==> src/rtl/hbpwm_params.svh <==
// Purpose: constants of the h-bridge pwm output-mode block
// Assumes: 32-bit avalon-mm slave, byte addresses
// Notes: types live in hbpwm_pkg
// How it works
// - reset disables channels, releases all pins
// - two pins: waveform plus static or released
// - pair n holds channels 2n and 2n+1
// - sign and duty from own duty register
// - dual only when both enabled, both 11
// - lone dual channel runs as full bridge
// - full modes: sign with recirculation_side picks pin
// - duty D[10:0], or D[8:2] in high-byte mode
// - high-byte mode: duty from high byte only
// - dual: copy pair at next overflow
// - repeated even writes replace earlier value
// - full: working duty reloads every overflow
// - half: one pin released, one waveform
// - half mode ignores the sign bit
// - released pin is not driven at all
// - mode 00 waveform on minus, 01 plus
// - recirculation_side 0 static high, 1 static low
// - dual load only after odd duty write
`ifndef HBPWM_PARAMS_SVH
`define HBPWM_PARAMS_SVH
`define HB_NCH 8
`define HB_NPAIR 4
`define HB_OFS_CTRL 8'h00
`define HB_OFS_PER 8'h04
`define HB_OFS_STAT 8'h08
`define HB_BASE_CHCTL 3'h1
`define HB_BASE_DUTY 3'h2
`define HB_CTRL_FAST 0
`define HB_CTRL_RECIRCULATION_SIDE 1
`define HB_DUTY_SIGN 15
`define HB_PER_RST 11'h000
`define HB_PRESCALE 1
`endif

==> src/rtl/hbpwm_pkg.sv <==
// Purpose: shared types of the h-bridge pwm block
// Assumes: nothing
// Notes: mode code 3'h4 means channel off
`default_nettype none
package hbpwm_pkg;
	typedef enum logic [2:0] {
		HB_HALF_M = 3'h0,
		HB_HALF_P = 3'h1,
		HB_FULL = 3'h2,
		HB_DUAL = 3'h3,
		HB_OFF = 3'h4
	} hbpwm_mode_t;
	typedef struct packed {
		logic [1:0] output_mode_sel;
		logic [1:0] alignment_sel;
	} hbpwm_chcfg_t;
	typedef struct packed {
		logic p_out;
		logic p_oe;
		logic m_out;
		logic m_oe;
	} hbpwm_pins_t;
endpackage
`default_nettype wire

==> src/rtl/hbpwm_channel.sv <==
// Purpose: one channel: waveform and pin steering
// Assumes: mode already resolved by the top
// Notes: pins are registered, one cycle after inputs
`include "hbpwm_params.svh"
`default_nettype none
module hbpwm_channel import hbpwm_pkg::*; (
	input wire logic clk,
	input wire logic reset_n,
	input var hbpwm_mode_t eff,
	input wire logic [1:0] align,
	input wire logic sign,
	input wire logic recirculation_side,
	input wire logic [10:0] duty,
	input wire logic [10:0] cnt,
	input wire logic [10:0] per,
	input wire logic ovf,
	output hbpwm_pins_t pins
);
	logic parity_reg;
	logic act_left, act_right, active, lvl, on_p;

	// center aligned starts on the even period after enable
	always_ff @(posedge clk) begin
		if (!reset_n || eff == HB_OFF)
			parity_reg <= 1'b0;
		else if (ovf)
			parity_reg <= ~parity_reg;
	end

	// duty >= period saturates to always active
	assign act_left = cnt < duty;
	assign act_right = (duty >= per) || (cnt >= per - duty);
	always_comb begin
		case (align)
			2'h1: active = act_left;
			2'h2: active = act_right;
			2'h3: active = parity_reg ? act_right : act_left;
			default: active = 1'b0;
		endcase
	end
	assign lvl = recirculation_side ? active : ~active; // active level follows recirculation_side
	assign on_p = sign ^ recirculation_side;

	// pin steering per resolved mode
	always_ff @(posedge clk) begin
		if (!reset_n) begin
			pins <= '0;
		end else begin
			case (eff)
				HB_HALF_M: pins <= '{p_out: 1'b0, p_oe: 1'b0, m_out: ~active, m_oe: 1'b1};
				HB_HALF_P: pins <= '{p_out: ~active, p_oe: 1'b1, m_out: 1'b0, m_oe: 1'b0};
				HB_FULL, HB_DUAL: begin
					// non-waveform pin static: high for recirculation_side 0, low for 1
					pins.p_out <= on_p ? lvl : ~recirculation_side;
					pins.m_out <= on_p ? ~recirculation_side : lvl;
					pins.p_oe <= 1'b1;
					pins.m_oe <= 1'b1;
				end
				default: pins <= '0;
			endcase
		end
	end

	a_off_released: assert property (@(posedge clk) disable iff (!reset_n)
		eff == HB_OFF |=> !pins.p_oe && !pins.m_oe)
		else $error("off channel still drives a pin");
	a_half_no_sign: assert property (@(posedge clk) disable iff (!reset_n)
		eff == HB_HALF_M |=> !pins.p_oe && pins.m_oe && pins.m_out == !$past(active))
		else $error("half mode reacted to sign");
	a_full_static: assert property (@(posedge clk) disable iff (!reset_n)
		(eff == HB_FULL || eff == HB_DUAL) && !on_p |=> pins.p_oe && pins.p_out == !$past(recirculation_side))
		else $error("static pin level wrong");
endmodule
`default_nettype wire

==> src/rtl/hbpwm_top.sv <==
// Purpose: eight-channel h-bridge pwm output-mode logic
// Assumes: avalon-mm slave, byte address, one wait state
// Notes: pin 2c is channel c plus, pin 2c+1 is its minus
//
// Design decisions made here: the Avalon-MM register port and the placing of the registers.
`include "hbpwm_params.svh"
`default_nettype none
module hbpwm_top import hbpwm_pkg::*; #(
	parameter int PRESCALE = `HB_PRESCALE
) (
	input wire logic clk,
	input wire logic reset_n,
	input wire logic [7:0] avs_address,
	input wire logic avs_read,
	input wire logic avs_write,
	input wire logic [31:0] avs_writedata,
	input wire logic [3:0] avs_byteenable,
	output logic [31:0] avs_readdata,
	output logic avs_waitrequest,
	output logic [2*`HB_NCH-1:0] pin_out,
	output logic [2*`HB_NCH-1:0] pin_oe
);
	localparam int NCH = `HB_NCH;
	localparam int NPAIR = `HB_NPAIR;

	logic ack_reg, acc, wr_ok;
	logic sel_chctl, sel_duty;
	logic [2:0] idx;
	logic [31:0] rd_next;
	logic fast_reg, recirculation_side_reg;
	logic [10:0] per_reg;
	hbpwm_chcfg_t channel_ctrl_reg [NCH];
	hbpwm_chcfg_t cfg_work [NCH];
	logic [11:0] duty_reg [NCH]; // sign, duty count
	logic [11:0] duty_work [NCH];
	logic [NPAIR-1:0] odd_wr_reg, dual_pair;
	hbpwm_mode_t eff [NCH];
	logic [NCH-1:0] chan_on;
	logic [7:0] pre_reg;
	logic tick, ovf, all_off;
	logic [10:0] cnt_reg;
	hbpwm_pins_t pins_w [NCH];

	// one wait state: request taken, answered next cycle
	assign acc = avs_read | avs_write;
	assign avs_waitrequest = acc & ~ack_reg;
	assign wr_ok = avs_write & ack_reg;
	assign sel_chctl = avs_address[7:5] == `HB_BASE_CHCTL;
	assign sel_duty = avs_address[7:5] == `HB_BASE_DUTY;
	assign idx = avs_address[4:2];

	always_ff @(posedge clk) begin
		if (!reset_n)
			ack_reg <= 1'b0;
		else
			ack_reg <= acc & ~ack_reg;
	end

	// read mux; unmapped words read zero
	always_comb begin
		rd_next = 32'h0000_0000;
		if (sel_chctl)
			rd_next = {24'h00_0000, channel_ctrl_reg[idx], 4'h0};
		else if (sel_duty && fast_reg)
			rd_next = {16'h0000, duty_reg[idx][11], duty_reg[idx][8:2], 8'h00};
		else if (sel_duty)
			rd_next = {16'h0000, duty_reg[idx][11], 4'h0, duty_reg[idx][10:0]};
		else if (avs_address == `HB_OFS_CTRL)
			rd_next = {30'h0, recirculation_side_reg, fast_reg};
		else if (avs_address == `HB_OFS_PER)
			rd_next = {21'h00_0000, per_reg};
		else if (avs_address == `HB_OFS_STAT)
			rd_next = {20'h0_0000, dual_pair, chan_on};
	end

	// read data captured in the wait cycle, stands at the answer
	always_ff @(posedge clk) begin
		if (!reset_n)
			avs_readdata <= 32'h0000_0000;
		else if (avs_read && !ack_reg)
			avs_readdata <= rd_next;
	end

	// global control and period
	always_ff @(posedge clk) begin
		if (!reset_n) begin
			fast_reg <= 1'b0;
			recirculation_side_reg <= 1'b0;
			per_reg <= `HB_PER_RST;
		end else if (wr_ok) begin
			if (avs_address == `HB_OFS_CTRL && avs_byteenable[0]) begin
				fast_reg <= avs_writedata[`HB_CTRL_FAST];
				recirculation_side_reg <= avs_writedata[`HB_CTRL_RECIRCULATION_SIDE];
			end
			if (avs_address == `HB_OFS_PER) begin
				if (avs_byteenable[0])
					per_reg[7:0] <= avs_writedata[7:0];
				if (avs_byteenable[1])
					per_reg[10:8] <= avs_writedata[10:8];
			end
		end
	end

	// channel control and duty registers as software sees them
	always_ff @(posedge clk) begin
		if (!reset_n) begin
			for (int i = 0; i < NCH; i++) begin
				channel_ctrl_reg[i] <= '0;
				duty_reg[i] <= 12'h000;
			end
		end else if (wr_ok) begin
			if (sel_chctl && avs_byteenable[0])
				channel_ctrl_reg[idx] <= avs_writedata[7:4];
			if (sel_duty) begin
				// later writes simply overwrite, only the last is copied
				if (fast_reg && avs_byteenable[1]) begin
					// high byte alone defines duty, D10 D9 D1 D0 cleared
					duty_reg[idx] <= {avs_writedata[`HB_DUTY_SIGN], 2'h0, avs_writedata[14:8], 2'h0};
				end else if (!fast_reg) begin
					// byte writes here give mixed values, host avoids them
					if (avs_byteenable[1])
						duty_reg[idx][11:8] <= {avs_writedata[`HB_DUTY_SIGN], avs_writedata[10:8]};
					if (avs_byteenable[0])
						duty_reg[idx][7:0] <= avs_writedata[7:0];
				end
			end
		end
	end

	// prescaler: one-cycle tick enables the period counter
	assign tick = pre_reg == 8'(PRESCALE - 1);
	always_ff @(posedge clk) begin
		if (!reset_n || tick)
			pre_reg <= 8'h00;
		else
			pre_reg <= pre_reg + 8'h01;
	end

	// period counter; a zero period stops it and shuts all channels
	assign ovf = tick && per_reg != 11'h000 && cnt_reg == per_reg - 11'h001;
	always_ff @(posedge clk) begin
		if (!reset_n || per_reg == 11'h000 || ovf)
			cnt_reg <= 11'h000;
		else if (tick)
			cnt_reg <= cnt_reg + 11'h001;
	end

	// mode resolution from working configuration
	always_comb begin
		all_off = per_reg == 11'h000;
		for (int i = 0; i < NCH; i++) begin
			if (cfg_work[i].alignment_sel != 2'h0)
				all_off = 1'b0;
		end
		if (per_reg == 11'h000)
			all_off = 1'b1;
		for (int p = 0; p < NPAIR; p++) begin
			dual_pair[p] = cfg_work[2*p].alignment_sel != 2'h0 && cfg_work[2*p+1].alignment_sel != 2'h0 &&
				cfg_work[2*p].output_mode_sel == 2'h3 && cfg_work[2*p+1].output_mode_sel == 2'h3;
		end
		for (int i = 0; i < NCH; i++) begin
			chan_on[i] = cfg_work[i].alignment_sel != 2'h0 && per_reg != 11'h000;
			if (!chan_on[i])
				eff[i] = HB_OFF;
			else if (cfg_work[i].output_mode_sel == 2'h3 && dual_pair[i/2])
				eff[i] = HB_DUAL;
			else if (cfg_work[i].output_mode_sel[1])
				eff[i] = HB_FULL;
			else if (cfg_work[i].output_mode_sel[0])
				eff[i] = HB_HALF_P;
			else
				eff[i] = HB_HALF_M;
		end
	end

	// configuration copy: at once when the period is zero, else at overflow, also when no working channel is enabled
	always_ff @(posedge clk) begin
		for (int i = 0; i < NCH; i++) begin
			if (!reset_n)
				cfg_work[i] <= '0;
			else if (all_off || ovf)
				cfg_work[i] <= channel_ctrl_reg[i];
		end
	end

	// odd duty written since last overflow; a new write wins
	always_ff @(posedge clk) begin
		for (int p = 0; p < NPAIR; p++) begin
			if (!reset_n)
				odd_wr_reg[p] <= 1'b0;
			else if (wr_ok && sel_duty && idx == 3'(2*p+1))
				odd_wr_reg[p] <= 1'b1;
			else if (ovf)
				odd_wr_reg[p] <= 1'b0;
		end
	end

	// working duty: disabled loads at once, dual waits for odd write
	always_ff @(posedge clk) begin
		for (int i = 0; i < NCH; i++) begin
			if (!reset_n)
				duty_work[i] <= 12'h000;
			else if (per_reg == 11'h000 || channel_ctrl_reg[i].alignment_sel == 2'h0)
				duty_work[i] <= duty_reg[i];
			else if (ovf && eff[i] != HB_DUAL)
				duty_work[i] <= duty_reg[i];
			else if (ovf && odd_wr_reg[i/2])
				duty_work[i] <= duty_reg[i];
		end
	end

	// per-channel waveform and pins; oe low releases to the pin mux
	for (genvar c = 0; c < NCH; c++) begin : g_ch
		hbpwm_channel u_ch (
			.clk(clk),
			.reset_n(reset_n),
			.eff(eff[c]),
			.align(cfg_work[c].alignment_sel),
			.sign(duty_work[c][11]),
			.recirculation_side(recirculation_side_reg),
			.duty(duty_work[c][10:0]),
			.cnt(cnt_reg),
			.per(per_reg),
			.ovf(ovf),
			.pins(pins_w[c])
		);
		assign pin_out[2*c] = pins_w[c].p_out;
		assign pin_oe[2*c] = pins_w[c].p_oe;
		assign pin_out[2*c+1] = pins_w[c].m_out;
		assign pin_oe[2*c+1] = pins_w[c].m_oe;
	end

	a_reset_release: assert property (@(posedge clk)
		!reset_n |=> pin_oe == 16'h0000)
		else $error("pins driven after reset");
	a_dual_hold: assert property (@(posedge clk) disable iff (!reset_n)
		ovf && eff[0] == HB_DUAL && !odd_wr_reg[0] && channel_ctrl_reg[0].alignment_sel != 2'h0
		|=> duty_work[0] == $past(duty_work[0]))
		else $error("dual pair loaded without odd write");
	a_full_reload: assert property (@(posedge clk) disable iff (!reset_n)
		ovf && eff[0] == HB_FULL |=> duty_work[0] == $past(duty_reg[0]))
		else $error("full mode duty not reloaded");
	a_fast_write: assert property (@(posedge clk) disable iff (!reset_n)
		wr_ok && sel_duty && idx == 3'h0 && fast_reg && avs_byteenable[1]
		|=> duty_reg[0][10:0] == {2'h0, $past(avs_writedata[14:8]), 2'h0})
		else $error("high-byte duty decode wrong");
	a_bus_answer: assert property (@(posedge clk) disable iff (!reset_n)
		acc && avs_waitrequest ##1 acc |-> !avs_waitrequest)
		else $error("bus answer later than one wait state");
endmodule
`default_nettype wire

==> config.mk <==
export PLATFORM = sky130hd
export DESIGN_NAME = hbpwm_top
export DESIGN_NICKNAME = d
export VERILOG_FILES = /design/src/rtl/hbpwm_pkg.sv /design/src/rtl/hbpwm_channel.sv /design/src/rtl/hbpwm_top.sv
export VERILOG_INCLUDE_DIRS = /design/src /design/src/rtl
export SDC_FILE = /design/constraint.sdc
export NUM_CORES = 1
export LEC_CHECK = 0
export BUFFER_PORTS_ARGS = -buffer_cell sky130_fd_sc_hd__buf_2
export CAP_MARGIN = 20
export CORE_UTILIZATION = 40
export DETAILED_ROUTE_END_ITERATION = 8
export HOLD_SLACK_MARGIN = 0.12
export PLACE_DENSITY = 0.64
export RECOVER_POWER = 100
export SYNTH_ARGS = -nofsm -noshare
export SYNTH_HDL_FRONTEND = slang
export SYNTH_SLANG_ARGS = --single-unit
==> constraint.sdc <==
create_clock -name clk -period 5.5 [get_ports clk]
set_input_delay 0.275 -clock clk [delete_from_list [all_inputs] [get_ports clk]]
set_output_delay 0.275 -clock clk [all_outputs]
set_load 0.01 [all_outputs]
==> flow_metrics.env <==
export IMPL_drt_initial_drc_count=1670
export IMPL_cts_sinks=349
export IMPL_power_density_mw_per_mm2=244
export IMPL_synthDominantCellAreaShare_pct=33.7
export IMPL_fin_nets=2665
export IMPL_core_area_mm2=0.0564
export IMPL_htree_levels=2
export IMPL_cts_resized=0
export IMPL_cts_buffers=41
export IMPL_multi_input_area_mm2=0.0124
export IMPL_min_path_type="in2reg"
export IMPL_place_hpwl_mm=55.5
export IMPL_rows=87
export IMPL_vdd_drop_max_v=0.000188
export IMPL_grt_pass1_wl_mm=107
export IMPL_placedInstanceArea_mm2=0.0242
export IMPL_die_area_mm2=0.0581
export IMPL_startpoint_type="register"
export IMPL_initial_core_util_pct=40.5
export IMPL_setup_viol=0
export IMPL_wl_per_cell_um=23.1
export IMPL_antenna_found_initial=2
export IMPL_worst_pin_slew_ps=2220
export IMPL_drt_pre_antenna_iters=6
export IMPL_avgSynthCellArea_um2=10.2
export IMPL_fin_crit_sh_pct=96.6
export IMPL_via_per_inst=5.74
export IMPL_grt_max_degree=69
export IMPL_clk_path_buf_depth=3
export IMPL_clock_skew_ps=23.8
export IMPL_rsz0062_at_grt="no"
export IMPL_die_x_um=241
export IMPL_ys_seq_area_share_pct=41.8
export IMPL_critPathRequiredTime_ps=5920
export IMPL_dieHeight_um=241
export IMPL_maxCapViolCount=1
export IMPL_seqCellArea_mm2=0.00955
export IMPL_cts_root_buf="clkbuf_16"
export IMPL_synth_main_ff_cell="edfxtp_1"
export IMPL_synth_common_cells="ha_1 (260), edfxtp_1 (256), nor2_1 (221)"
export IMPL_synth_largest_area_cell="edfxtp_1"
export IMPL_clk_pin_slew_worst_paths_ps=60
export IMPL_cts_setup_buffers=0
export IMPL_drc=0
export IMPL_wl_mm=72.6
export IMPL_cp_end_kind="register"
export IMPL_async_flop_share_pct=0
export IMPL_synth_cell_types=84
export IMPL_io_pins=113
export IMPL_dpl_cell_count=3050
export IMPL_post_route_util_pct=45.2
export IMPL_fin_area_mm2=0.0255
export IMPL_synth_seq_cells=349
export IMPL_first_global_vias=17692
export IMPL_setup_tns_ps=0
export IMPL_synth_edf_count=256
export IMPL_n_fill_cell=5363
export IMPL_cp_arrival_ps=5730
export IMPL_syn_inst=2228
export IMPL_detail_route_antenna_nets=0
export IMPL_layout_drive_gt1_share_pct=7.60
export IMPL_place_gp_congestion=0.960
export IMPL_outcome="complete, but fails checks"
export IMPL_max_freq_mhz=188
export IMPL_portBuffers=78
export IMPL_cts_hold_buffers=9
export IMPL_fin_cells=3138
export IMPL_failed_checks="max-capacitance violations, max-slew violations"
export IMPL_timing_final_max_slew_violations=25
export IMPL_tritoncts="done"
export IMPL_clock_latency_ps=570
export IMPL_path_class="reg2reg"
export IMPL_synthTopCellsByArea="edfxtp_1 (34%), ha_1 (14%), dfxtp_1 (8.2%)"
export IMPL_finalHoldViolations=0
export IMPL_syn_cell_area_mm2=0.0228
export IMPL_vias=18010
export IMPL_max_slew_margin_pct=-47.9
export IMPL_grt_usage_pct=25.1
export IMPL_overflow=0
export IMPL_p_leak_nw=10.5
export IMPL_ys_warn_count=0
export IMPL_yosysMostFrequentCell="ha_1"
export IMPL_critPathMaxFanout=12
export IMPL_area_growth_pct=11.6
export IMPL_fin_crit_ps=5310
stage by stage:
stage	hold WS, ps	worst slack (ps)	power [mW]
after global placement	459	657	3.58
after floorplan	444	1130	3.40
after CTS	128	557	6.24
final	161	189	6.22
after detailed placement	463	580	3.60
after global routing	162	91.0	6.41
where the power goes:
part / leakage, nW / total, mW / internal, mW / switching (mW)
clock: 0.645 / 2.67 / 1.54 / 1.13
combinational: 6.23 / 0.614 / 0.243 / 0.371
sequential: 3.59 / 2.94 / 2.88 / 0.0567
total: 10.5 / 6.22 / 4.67 / 1.56
logic make-up after synthesis:
family	share of synthesized area, %
fa+ha+maj	14.9
mux	5.31
flops	41.8
simple gates	18.0
compound gates	12.4
buf+inv	3.95
xor+xnor	3.61
other cells	0.0164
worst max-delay path, cell delays in order, from the launching register on:
cell,delay [ps]
dfxtp_1,310
inv_1,210
clkbuf_1,630
ha_1,390
nor2b_1,300
nand2_1,100
or4_1,520
a211o_1,290
a21oi_1,740
nand2_1,250
a21boi_0,1150
and2_0,250
layout by cell type (no fill, tap or decap), drive strengths merged, types with 39 or more instances in the layout:
master  instances
a21o           51
a21oi         134
and2          148
buf            58
clkbuf        122
dfxtp          93
edfxtp        256
ha            260
inv           143
mux2i          39
nand2         105
nand3          49
nor2          221
nor2b          56
o21ai         101
xnor2          49
xor2           45
worst paths after layout:
| check | depth (start not counted) | slack (ps) | start | endpoint |
|---|---|---|---|---|
| setup / recovery | 11 | 190 | per_reg[0] | duty_work[0][37] |
| hold / removal | 3 | 160 | avs_writedata[4] | per_reg[4] |
| hold reg to reg | 2 | 490 | avs_readdata[1] | avs_readdata[1] |
| setup reg to reg | 11 | 190 | per_reg[0] | duty_work[0][37] |
routing by layer:
| layer | global-route usage, % | vias up | part of all wire (%) |
|---|---|---|---|
| met5 | 0 | - | 0 |
| li1 | - | 8355 | - |
| met1 | 33.1 | 8720 | 42 |
| met2 | 39.9 | 789 | 45 |
| met3 | 4.53 | 146 | 8.9 |
| met4 | 11.6 | 0 | 4.6 |
layout make-up:
type,instances,area share (%)
multi-input cells,1679,48.7
flip-flops and latches,349,37.5
clock buffers,52,4.36
well taps,756,3.71
repair buffers,137,2.91
inverters,141,2.08
clock inverters,23,0.800
diodes,1,0.00982
No activity file was read; power rests on OpenSTA's default activity.
